## src/design/pcs_pkg.sv

```systemverilog
package pcs_pkg;
  // Counter widths of the three memory sizes
  localparam int PC_W_SMALL = 9;
  localparam int PC_W_MID   = 10;
  localparam int PC_W_LARGE = 11;
  localparam int PC_W_MAX   = 11;

  // Reset vectors, top word of each memory size
  localparam logic [PC_W_MAX-1:0] RST_VEC_SMALL = 11'h1FF;
  localparam logic [PC_W_MAX-1:0] RST_VEC_MID   = 11'h3FF;
  localparam logic [PC_W_MAX-1:0] RST_VEC_LARGE = 11'h7FF;

  localparam int INSTR_W = 12;
  localparam int DATA_W  = 8;
  localparam int FILE_AW = 5;
  localparam int BIT_W   = 3;
  localparam int OPC_W   = 4;

  // Instruction field positions
  localparam int OPC_LSB  = 8;
  localparam int BIT_LSB  = 5;
  localparam int FILE_LSB = 0;

  localparam logic [OPC_W-1:0]   OP_BIT_SET        = 4'h5;
  localparam logic [OPC_W-1:0]   OP_BIT_TEST_CLEAR = 4'h6;
  localparam logic [INSTR_W-1:0] INSTR_NOP         = 12'h000;

  // Special file register addresses
  localparam logic [FILE_AW-1:0] ADDR_INDIRECT = 5'h00;
  localparam logic [FILE_AW-1:0] ADDR_STATUS   = 5'h03;
  localparam logic [FILE_AW-1:0] ADDR_FSP      = 5'h04;

  localparam logic [DATA_W-1:0] STATUS_RST = 8'h00;
  localparam logic [DATA_W-1:0] FSP_RST    = 8'h00;

  // Page bits in status, bank bits in the file select pointer
  localparam int PAGE_LSB = 5;
  localparam int BANK_LSB = 5;
  localparam int SEL_W    = 2;

  // Register file: common lower half plus banked upper half
  localparam int RF_AW       = 7;
  localparam int COMMON_REGS = 16;
  localparam int BANK_REGS   = 16;
  localparam int NUM_BANKS   = 4;
  localparam int RF_DEPTH    = COMMON_REGS + NUM_BANKS * BANK_REGS;
endpackage

```

## src/design/pcs_rf_if.sv

```systemverilog
`timescale 1ns/1ps
interface pcs_rf_if;
  import pcs_pkg::*;
  logic [RF_AW-1:0]  rd_addr;
  logic [DATA_W-1:0] rd_data;
  logic              wr_en;
  logic [RF_AW-1:0]  wr_addr;
  logic [DATA_W-1:0] wr_data;

  modport core (output rd_addr, wr_en, wr_addr, wr_data, input rd_data);
  modport mem  (input rd_addr, wr_en, wr_addr, wr_data, output rd_data);
endinterface

```

## src/design/pcs_rf_mem.sv

```systemverilog
`timescale 1ns/1ps
module pcs_rf_mem
  import pcs_pkg::*;
#(
  parameter int DEPTH = RF_DEPTH
) (
  input  wire logic i_ref_clk,
  pcs_rf_if.mem     rf
);
  logic [DATA_W-1:0] mem_q [DEPTH];
  logic [DATA_W-1:0] rd_q;

  // Read data registered; a write in the same cycle returns old data
  always_ff @(posedge i_ref_clk) begin
    if (rf.wr_en && (int'(rf.wr_addr) < DEPTH)) begin
      mem_q[rf.wr_addr] <= rf.wr_data;
    end
    if (int'(rf.rd_addr) < DEPTH) begin
      rd_q <= mem_q[rf.rd_addr];
    end else begin
      rd_q <= 8'h00;
    end
  end

  assign rf.rd_data = rd_q;
endmodule

```

## src/design/pcs_sequencer.sv

```systemverilog
// Functional notes
// (RQ1) Smallest build: 9-bit counter, 512 words
// (RQ2) Middle build: 10-bit counter, 1K words
// (RQ3) Largest build: 11-bit counter, 2K words
// (RQ4) Addresses above memory wrap into range
// (RQ5) Fetch starts at vector, no-op falls to 000h
// (RQ6) 9-bit counter resets to 1FFh
// (RQ7) 10-bit counter resets to 3FFh
// (RQ8) 11-bit counter resets to 7FFh
// (RQ9) Status bits select program page above 512
// (RQ10) Pointer register selects data bank above 32
// (RQ11) Opcode 0101 sets chosen bit, flags unchanged
// (RQ12) Opcode 0110 skips next when bit clear
// (RQ13) Taken skip squashes prefetch into no-op
// (RQ14) Counter steps by one per fetch, wraps
`timescale 1ns/1ps
module pcs_sequencer
  import pcs_pkg::*;
#(
  parameter int PC_WIDTH  = PC_W_SMALL,
  parameter int MEM_WORDS = 1 << PC_WIDTH
) (
  input  wire logic                i_ref_clk,
  input  wire logic                i_nrst,
  input  wire logic [INSTR_W-1:0]  i_pmem_data,
  output logic      [PC_WIDTH-1:0] o_pmem_addr,
  output logic                     o_pmem_en,
  output logic                     o_exec_valid,
  output logic      [INSTR_W-1:0]  o_exec_instr,
  output logic                     o_skip,
  output logic      [SEL_W-1:0]    o_page_sel,
  output logic      [SEL_W-1:0]    o_data_bank,
  output logic      [DATA_W-1:0]   o_status,
  output logic      [DATA_W-1:0]   o_file_select_pointer
);
  localparam int PCW = PC_WIDTH;
  localparam logic [PCW-1:0] ADDR_MASK = PCW'(MEM_WORDS - 1);

  typedef struct packed {
    logic [PCW-1:0]     pc;
    logic [PCW-1:0]     addr;
    logic               en;
    logic               rom_vld;
    logic [INSTR_W-1:0] ir;
    logic               ir_vld;
    logic [FILE_AW-1:0] ir_eff;
    logic [RF_AW-1:0]   ir_phys;
    logic [DATA_W-1:0]  status;
    logic [DATA_W-1:0]  fsp;
    logic               fwd_vld;
    logic [RF_AW-1:0]   fwd_phys;
    logic [DATA_W-1:0]  fwd_data;
    logic               skip;
    logic [SEL_W-1:0]   page;
    logic [SEL_W-1:0]   bank;
  } pcs_state_type;

  pcs_state_type s_q;
  pcs_state_type s_d;

  pcs_rf_if rf ();

  pcs_rf_mem #(
    .DEPTH (RF_DEPTH)
  ) u_rf_mem (
    .i_ref_clk (i_ref_clk),
    .rf        (rf)
  );

  function automatic logic [PCW-1:0] reset_vector();
    logic [PC_W_MAX-1:0] v;
    v = RST_VEC_SMALL;                                    // RQ6
    if (PCW == PC_W_MID) begin
      v = RST_VEC_MID;                                    // RQ7
    end else if (PCW == PC_W_LARGE) begin
      v = RST_VEC_LARGE;                                  // RQ8
    end
    return v[PCW-1:0];
  endfunction

  // Page bits in use grow with the memory size
  function automatic logic [SEL_W-1:0] page_bits(logic [DATA_W-1:0] st);
    logic [SEL_W-1:0] p;
    p = st[PAGE_LSB +: SEL_W];
    if (PCW <= PC_W_SMALL) begin
      p = 2'h0;
    end else if (PCW == PC_W_MID) begin
      p = {1'b0, p[0]};
    end
    return p;
  endfunction

  // Address zero goes through the file select pointer
  function automatic logic [FILE_AW-1:0] eff_addr(logic [DATA_W-1:0] fsp,
                                                  logic [FILE_AW-1:0] f);
    return (f == ADDR_INDIRECT) ? fsp[FILE_AW-1:0] : f;
  endfunction

  function automatic logic [RF_AW-1:0] phys_addr(logic [DATA_W-1:0] fsp,
                                                 logic [FILE_AW-1:0] a);
    logic [RF_AW-1:0] p;
    if (int'(a) < COMMON_REGS) begin
      p = RF_AW'(a);
    end else begin
      p = RF_AW'(COMMON_REGS) + {1'b0, fsp[BANK_LSB +: SEL_W], a[3:0]};
    end
    return p;
  endfunction

  function automatic logic [PCW-1:0] wrap(logic [PCW-1:0] a);
    return a & ADDR_MASK;
  endfunction

  logic [OPC_W-1:0]  ex_opc;
  logic [BIT_W-1:0]  ex_bit_sel;
  logic [DATA_W-1:0] ex_mask;
  logic [DATA_W-1:0] ex_val;
  logic              ex_set;
  logic              ex_test;
  logic              ex_bit;

  always_comb begin
    s_d = s_q;
    ex_opc = s_q.ir[OPC_LSB +: OPC_W];
    ex_bit_sel = s_q.ir[BIT_LSB +: BIT_W];
    ex_mask = DATA_W'(1) << ex_bit_sel;
    ex_set = s_q.ir_vld && (ex_opc == OP_BIT_SET);
    ex_test = s_q.ir_vld && (ex_opc == OP_BIT_TEST_CLEAR);
    rf.wr_en = 1'b0;
    rf.wr_addr = s_q.ir_phys;
    rf.wr_data = 8'h00;
    // Operand fetch with bypass of last cycle's write
    if (s_q.ir_eff == ADDR_STATUS) begin
      ex_val = s_q.status;
    end else if (s_q.ir_eff == ADDR_FSP) begin
      ex_val = s_q.fsp;
    end else if (s_q.fwd_vld && (s_q.fwd_phys == s_q.ir_phys)) begin
      ex_val = s_q.fwd_data;
    end else begin
      ex_val = rf.rd_data;
    end
    ex_bit = ex_val[ex_bit_sel];

    s_d.fwd_vld = 1'b0;
    if (ex_set) begin
      if (s_q.ir_eff == ADDR_STATUS) begin
        s_d.status = ex_val | ex_mask;                    // RQ11
      end else if (s_q.ir_eff == ADDR_FSP) begin
        s_d.fsp = ex_val | ex_mask;                       // RQ11
      end else begin
        rf.wr_en = 1'b1;                                  // RQ11
        rf.wr_data = ex_val | ex_mask;
        s_d.fwd_vld = 1'b1;
        s_d.fwd_phys = s_q.ir_phys;
        s_d.fwd_data = ex_val | ex_mask;
      end
    end

    // Fetch: step and wrap the counter
    s_d.pc = PCW'(s_q.pc + 1'b1);                         // RQ14 RQ1 RQ2 RQ3
    s_d.addr = wrap(s_d.pc);                              // RQ4 RQ5
    s_d.en = 1'b1;
    s_d.rom_vld = 1'b1;

    s_d.skip = ex_test && !ex_bit;                        // RQ12
    if (s_d.skip) begin
      s_d.ir = INSTR_NOP;                                 // RQ13
      s_d.ir_vld = 1'b1;
    end else begin
      s_d.ir = i_pmem_data;
      s_d.ir_vld = s_q.rom_vld;
    end
    s_d.ir_eff = eff_addr(s_d.fsp, s_d.ir[FILE_LSB +: FILE_AW]);
    s_d.ir_phys = phys_addr(s_d.fsp, s_d.ir_eff);         // RQ10
    rf.rd_addr = s_d.ir_phys;

    s_d.page = page_bits(s_d.status);                     // RQ9
    s_d.bank = s_d.fsp[BANK_LSB +: SEL_W];                // RQ10

    if (!i_nrst) begin
      s_d = '0;
      s_d.pc = reset_vector();                            // RQ6 RQ7 RQ8
      s_d.addr = wrap(reset_vector());                    // RQ5
      s_d.status = STATUS_RST;
      s_d.fsp = FSP_RST;
      s_d.ir = INSTR_NOP;
      rf.wr_en = 1'b0;
    end
  end

  always_ff @(posedge i_ref_clk) begin
    s_q <= s_d;
  end

  assign o_pmem_addr = s_q.addr;
  assign o_pmem_en = s_q.en;
  assign o_exec_valid = s_q.ir_vld;
  assign o_exec_instr = s_q.ir;
  assign o_skip = s_q.skip;
  assign o_page_sel = s_q.page;
  assign o_data_bank = s_q.bank;
  assign o_status = s_q.status;
  assign o_file_select_pointer = s_q.fsp;
endmodule

```

## config.mk

```make
export PLATFORM = sky130hd
export DESIGN_NAME = pcs_sequencer
export DESIGN_NICKNAME = d
export VERILOG_FILES = /design/src/design/pcs_pkg.sv /design/src/design/pcs_rf_if.sv /design/src/design/pcs_rf_mem.sv /design/src/design/pcs_sequencer.sv
export SDC_FILE = /design/constraint.sdc
export NUM_CORES = 1
export LEC_CHECK = 0
export ABC_AREA = 1
export BUFFER_PORTS_ARGS = -buffer_cell sky130_fd_sc_hd__buf_2
export CORE_AREA = 3 3 255 257
export CTS_CLUSTER_SIZE = 20
export DETAILED_ROUTE_END_ITERATION = 12
export DIE_AREA = 0 0 258 260
export HOLD_SLACK_MARGIN = 0.03
export PLACE_DENSITY_LB_ADDON = 0.08
export SLEW_MARGIN = 20
export SYNTH_ARGS = -nofsm -noshare
export SYNTH_HDL_FRONTEND = slang
export SYNTH_SLANG_ARGS = --single-unit
```

## constraint.sdc

```tcl
create_clock -name i_ref_clk -period 8.2 [get_ports i_ref_clk]
set_input_delay 0.82 -clock i_ref_clk [delete_from_list [all_inputs] [get_ports i_ref_clk]]
set_output_delay 0.82 -clock i_ref_clk [all_outputs]
set_load 0.1 [all_outputs]
```

==> metrics.md <==
| Metric | Value |
|---|---|
| Vias in the first global route | `20,287` |
| TritonCTS clock tree | `built` |
| Util after Layout | `54.3%` |
| Max Root-Sink Buffers | `3` |
| Final nets | `2,940` |
| Skew final | `0.0303 ns` |
| Final ANT Viol Nets | `0` |
| Clock sink count | `712` |
| Crit path largest cell delay | `0.88 ns` |
| Worst setup margin | `2.39 ns` |
| Crit path kind | `reg2reg` |
| Site row count | `92` |
| Via count | `21,207` |
| Startpoint types | `register` |
| Ys async rst share | `0%` |
| Sequential power share | `50.5%` |
| Die Wd | `258 um` |
| Post-route insts no fill | `3,827` |
| Critical Path RT | `8.75 ns` |
| Avg Cell Area, Syn | `10.5 um^2` |
| Critical path cell sequence | `inv_2, nor2_1, nand3_2, inv_2, a31oi_4, nand3_1, nand2_1, nand2_1, nand2_1, o21ai_1, nand3_2, o21ai_0, nand3_4, nand2_8, buf_4, o21ai_0, o211ai_1, nand3_1, nand3_1, nand2_1, nor2_1` |
| RSZ-0062 raised after global routing | `no` |
| Pwr Total | `7.80 mW` |
| Router iterations before antenna repair | `6` |
| Slowest-stage cell, CP | `buf_4` |
| Wirelength, routed | `83,500 um` |
| Initial Util | `49.7%` |
| Clk pwr share | `42.6%` |
| Outcome | `finished, final reports clean` |
| EDFF count, synth | `640` |
| # resized after CTS | `0` |
| Worst-Skew Late Latency | `0.63 ns` |
| # setup viols final | `0` |
| Yosys cell types | `35` |
| Crit. End Element | `register` |
| PortBufs | `55` |
| Crit Path Max Fanout | `101` |
| First DRT Iteration DRCs | `2,060` |
| Setup bufs post-CTS | `0` |
| Warnings, synthesis | `0` |
| Placed Instances | `3,694` |
| Hpwl dp | `47,500 um` |
| TNS Setup | `0 ns` |
| Hold crit path type | `in2reg` |
| Num CTS Buffers | `74` |
| Crit share post-route | `70.8%` |
| Post-Syn Instances | `2,973` |
| Worst slew margin | `25.3%` |
| Sw power | `1.82 mW` |
| Synth Register Bits | `712` |
| Initial antenna violation count | `0` |
| Worst-path clk slew | `0.06 ns` |
| Fmax | `172 MHz` |
| Main synth FF type | `edfxtp_1` |
| Max-cap violations | `0` |
| Worst slack, placed | `2.50 ns` |
| Maximum vdd drop | `0.168 mV` |
| Via density | `5.54` |
| Grt ovf | `0` |
| Total track usage | `24.6%` |
| Top cell by count, worst path | `nand2_1` |
| GPL Wtd Cong | `0.906` |
| Final Hold Vio Count | `0` |
| Int Pwr | `5.98 mW` |
| Register area share after synthesis | `66.0%` |
| Core area | `63,000 um^2` |
| Die area | `67,100 um^2` |
| Layout cells sized above 1 | `7.72%` |
| Worst-margin pin slew | `1.12 ns` |
| H-tree depth | `3` |
| Critical Path AT | `6.35 ns` |
| Logic pwr share | `6.9%` |
| Synth Cell Area | `31,300 um^2` |
| CTS hold repair buffers | `0` |
| Ant. Diodes | `0` |
| PD cells | `228 nW/um^2` |
| Switching Share | `23.3%` |
| Pin count of the biggest net entering global routing | `170` |
| Slew Viols, Final | `0` |
| Die span in y | `260 um` |
| Clk root buf | `clkbuf_16` |
| Final period demand of the worst path | `5.81 ns` |
| DR DRC count | `0` |
| Num ports | `58` |
| Drt wl/cell | `21.8 um` |
| Layout overhead on the synthesized area | `9.22%` |
| Leakage power | `13.7 nW` |
| Global-route wire length before repair | `126,000 um` |
## layout make-up
cell class / count / area, um^2
clock buffer: 96 / 2010
clock inverter: 37 / 369
fill: 5542 / 28800
inverter: 406 / 1530
multi-input combinational: 1650 / 8080
sequential: 712 / 20700
tap: 846 / 1060
timing repair buffer: 80 / 488
## power groups by stage
stage	Clock, mW	Sequential, mW	Combinational, mW
after floorplan	0	4.01	0.408
after global placement	0	4.01	0.528
after detailed placement	0	4.01	0.530
after CTS	3.37	3.94	0.532
after global routing	3.52	3.94	0.581
final	3.32	3.94	0.534
## cells in the mapped netlist, types with 48 or more instances
library cell / count / area (um^2)
a21oi_1: 58 / 290
buf_2: 98 / 490
buf_4: 57 / 428
dfxtp_1: 72 / 1440
edfxtp_1: 640 / 19200
inv_1: 392 / 1470
nand2_1: 494 / 1850
nand3_1: 515 / 2580
nand3b_1: 174 / 1310
nor2_1: 224 / 841
o211ai_1: 48 / 360
o21ai_0: 87 / 435
## critical path: cells and delay by family, from the launching register on
| kind | cells | cell delay (ns) |
|---|---|---|
| AND/OR/NAND/NOR | 13 | 2.96 |
| buffers and inverters | 3 | 1.15 |
| AO/OA/AOI/OAI | 5 | 1.05 |
| flip-flops | 1 | 0.43 |
## worst paths after layout
kind                        startpoint  slack [ns]  depth (start not counted)                                end
min                     i_pmem_data[5]        0.41                          3         o_exec_instr[5]$_SDFF_PP0_
min reg2reg  o_pmem_addr[0]$_SDFF_PN1_        0.43                          1          o_pmem_addr[0]$_SDFF_PN1_
max                 s_q[45]$_SDFF_PN0_        2.39                         21  u_rf_mem.rf.rd_data[5]$_SDFF_PP0_
max reg2reg         s_q[45]$_SDFF_PN0_        2.39                         21  u_rf_mem.rf.rd_data[5]$_SDFF_PP0_
## flip-flops by register name (all words and copies together) (netlist names)
name,cells
o_exec_instr,12
o_exec_valid,1
o_file_select_pointer,8
o_pmem_addr,9
o_pmem_en,1
o_skip,1
o_status,8
rf.wr_addr,3
s_q,21
u_rf_mem.mem_q,640
u_rf_mem.rf.rd_data,8
## cell families (layout without fill, tap and decap cells)
| kind of cell | after synthesis | in the layout | synth area share [%] |
|---|---|---|---|
| buffers and inverters | 612 | 619 | 8.44 |
| AND/OR/NAND/NOR | 1427 | 1427 | 21.5 |
| AO/OA/AOI/OAI | 216 | 216 | 3.92 |
| XOR/XNOR | 3 | 3 | 0.0839 |
| adder cells (fa/ha/maj) | 2 | 2 | 0.0799 |
| other | 1 | 2 | 0.0120 |
| flip-flops | 712 | 712 | 66.0 |
## layout by cell type, fill, tap and decap left out, types with 4 or more instances in the layout
master     instances
o21ai_1           18
dfxtp_1           72
inv_2             18
edfxtp_1         640
o211ai_1          48
nor2_1           223
inv_6              4
clkinv_2          15
o21ai_0           87
a21oi_1           58
buf_4             23
nor2_2             4
nand3_1          513
clkbuf_1          16
clkinv_1          12
buf_2             55
nand2_1          492
bufinv_16          6
inv_1            383
nand3b_1         174
clkbuf_16         76
## stage by stage
| stage | hold WS [ns] | area, um^2 |
|---|---|---|
| 6_report | 0.412 | 34200 |
| 5_1_grt | 0.387 | 34200 |
| 4_1_cts | 0.383 | 34200 |
| 3_5_place_dp | 0.425 | 31800 |
| 3_3_place_gp | 0.396 | 31800 |
| 2_1_floorplan | 0.388 | 31300 |
## layer usage
layer | vias to the layer above | track usage, % | share of wire [%]
met5 | - | 0 | 0
met4 | 0 | 7.34 | 2.6
met3 | 133 | 3.79 | 5.9
met2 | 719 | 39.8 | 47
met1 | 10427 | 34.6 | 44
li1 | 9928 | - | -
Power figures use the tool's default switching activity.
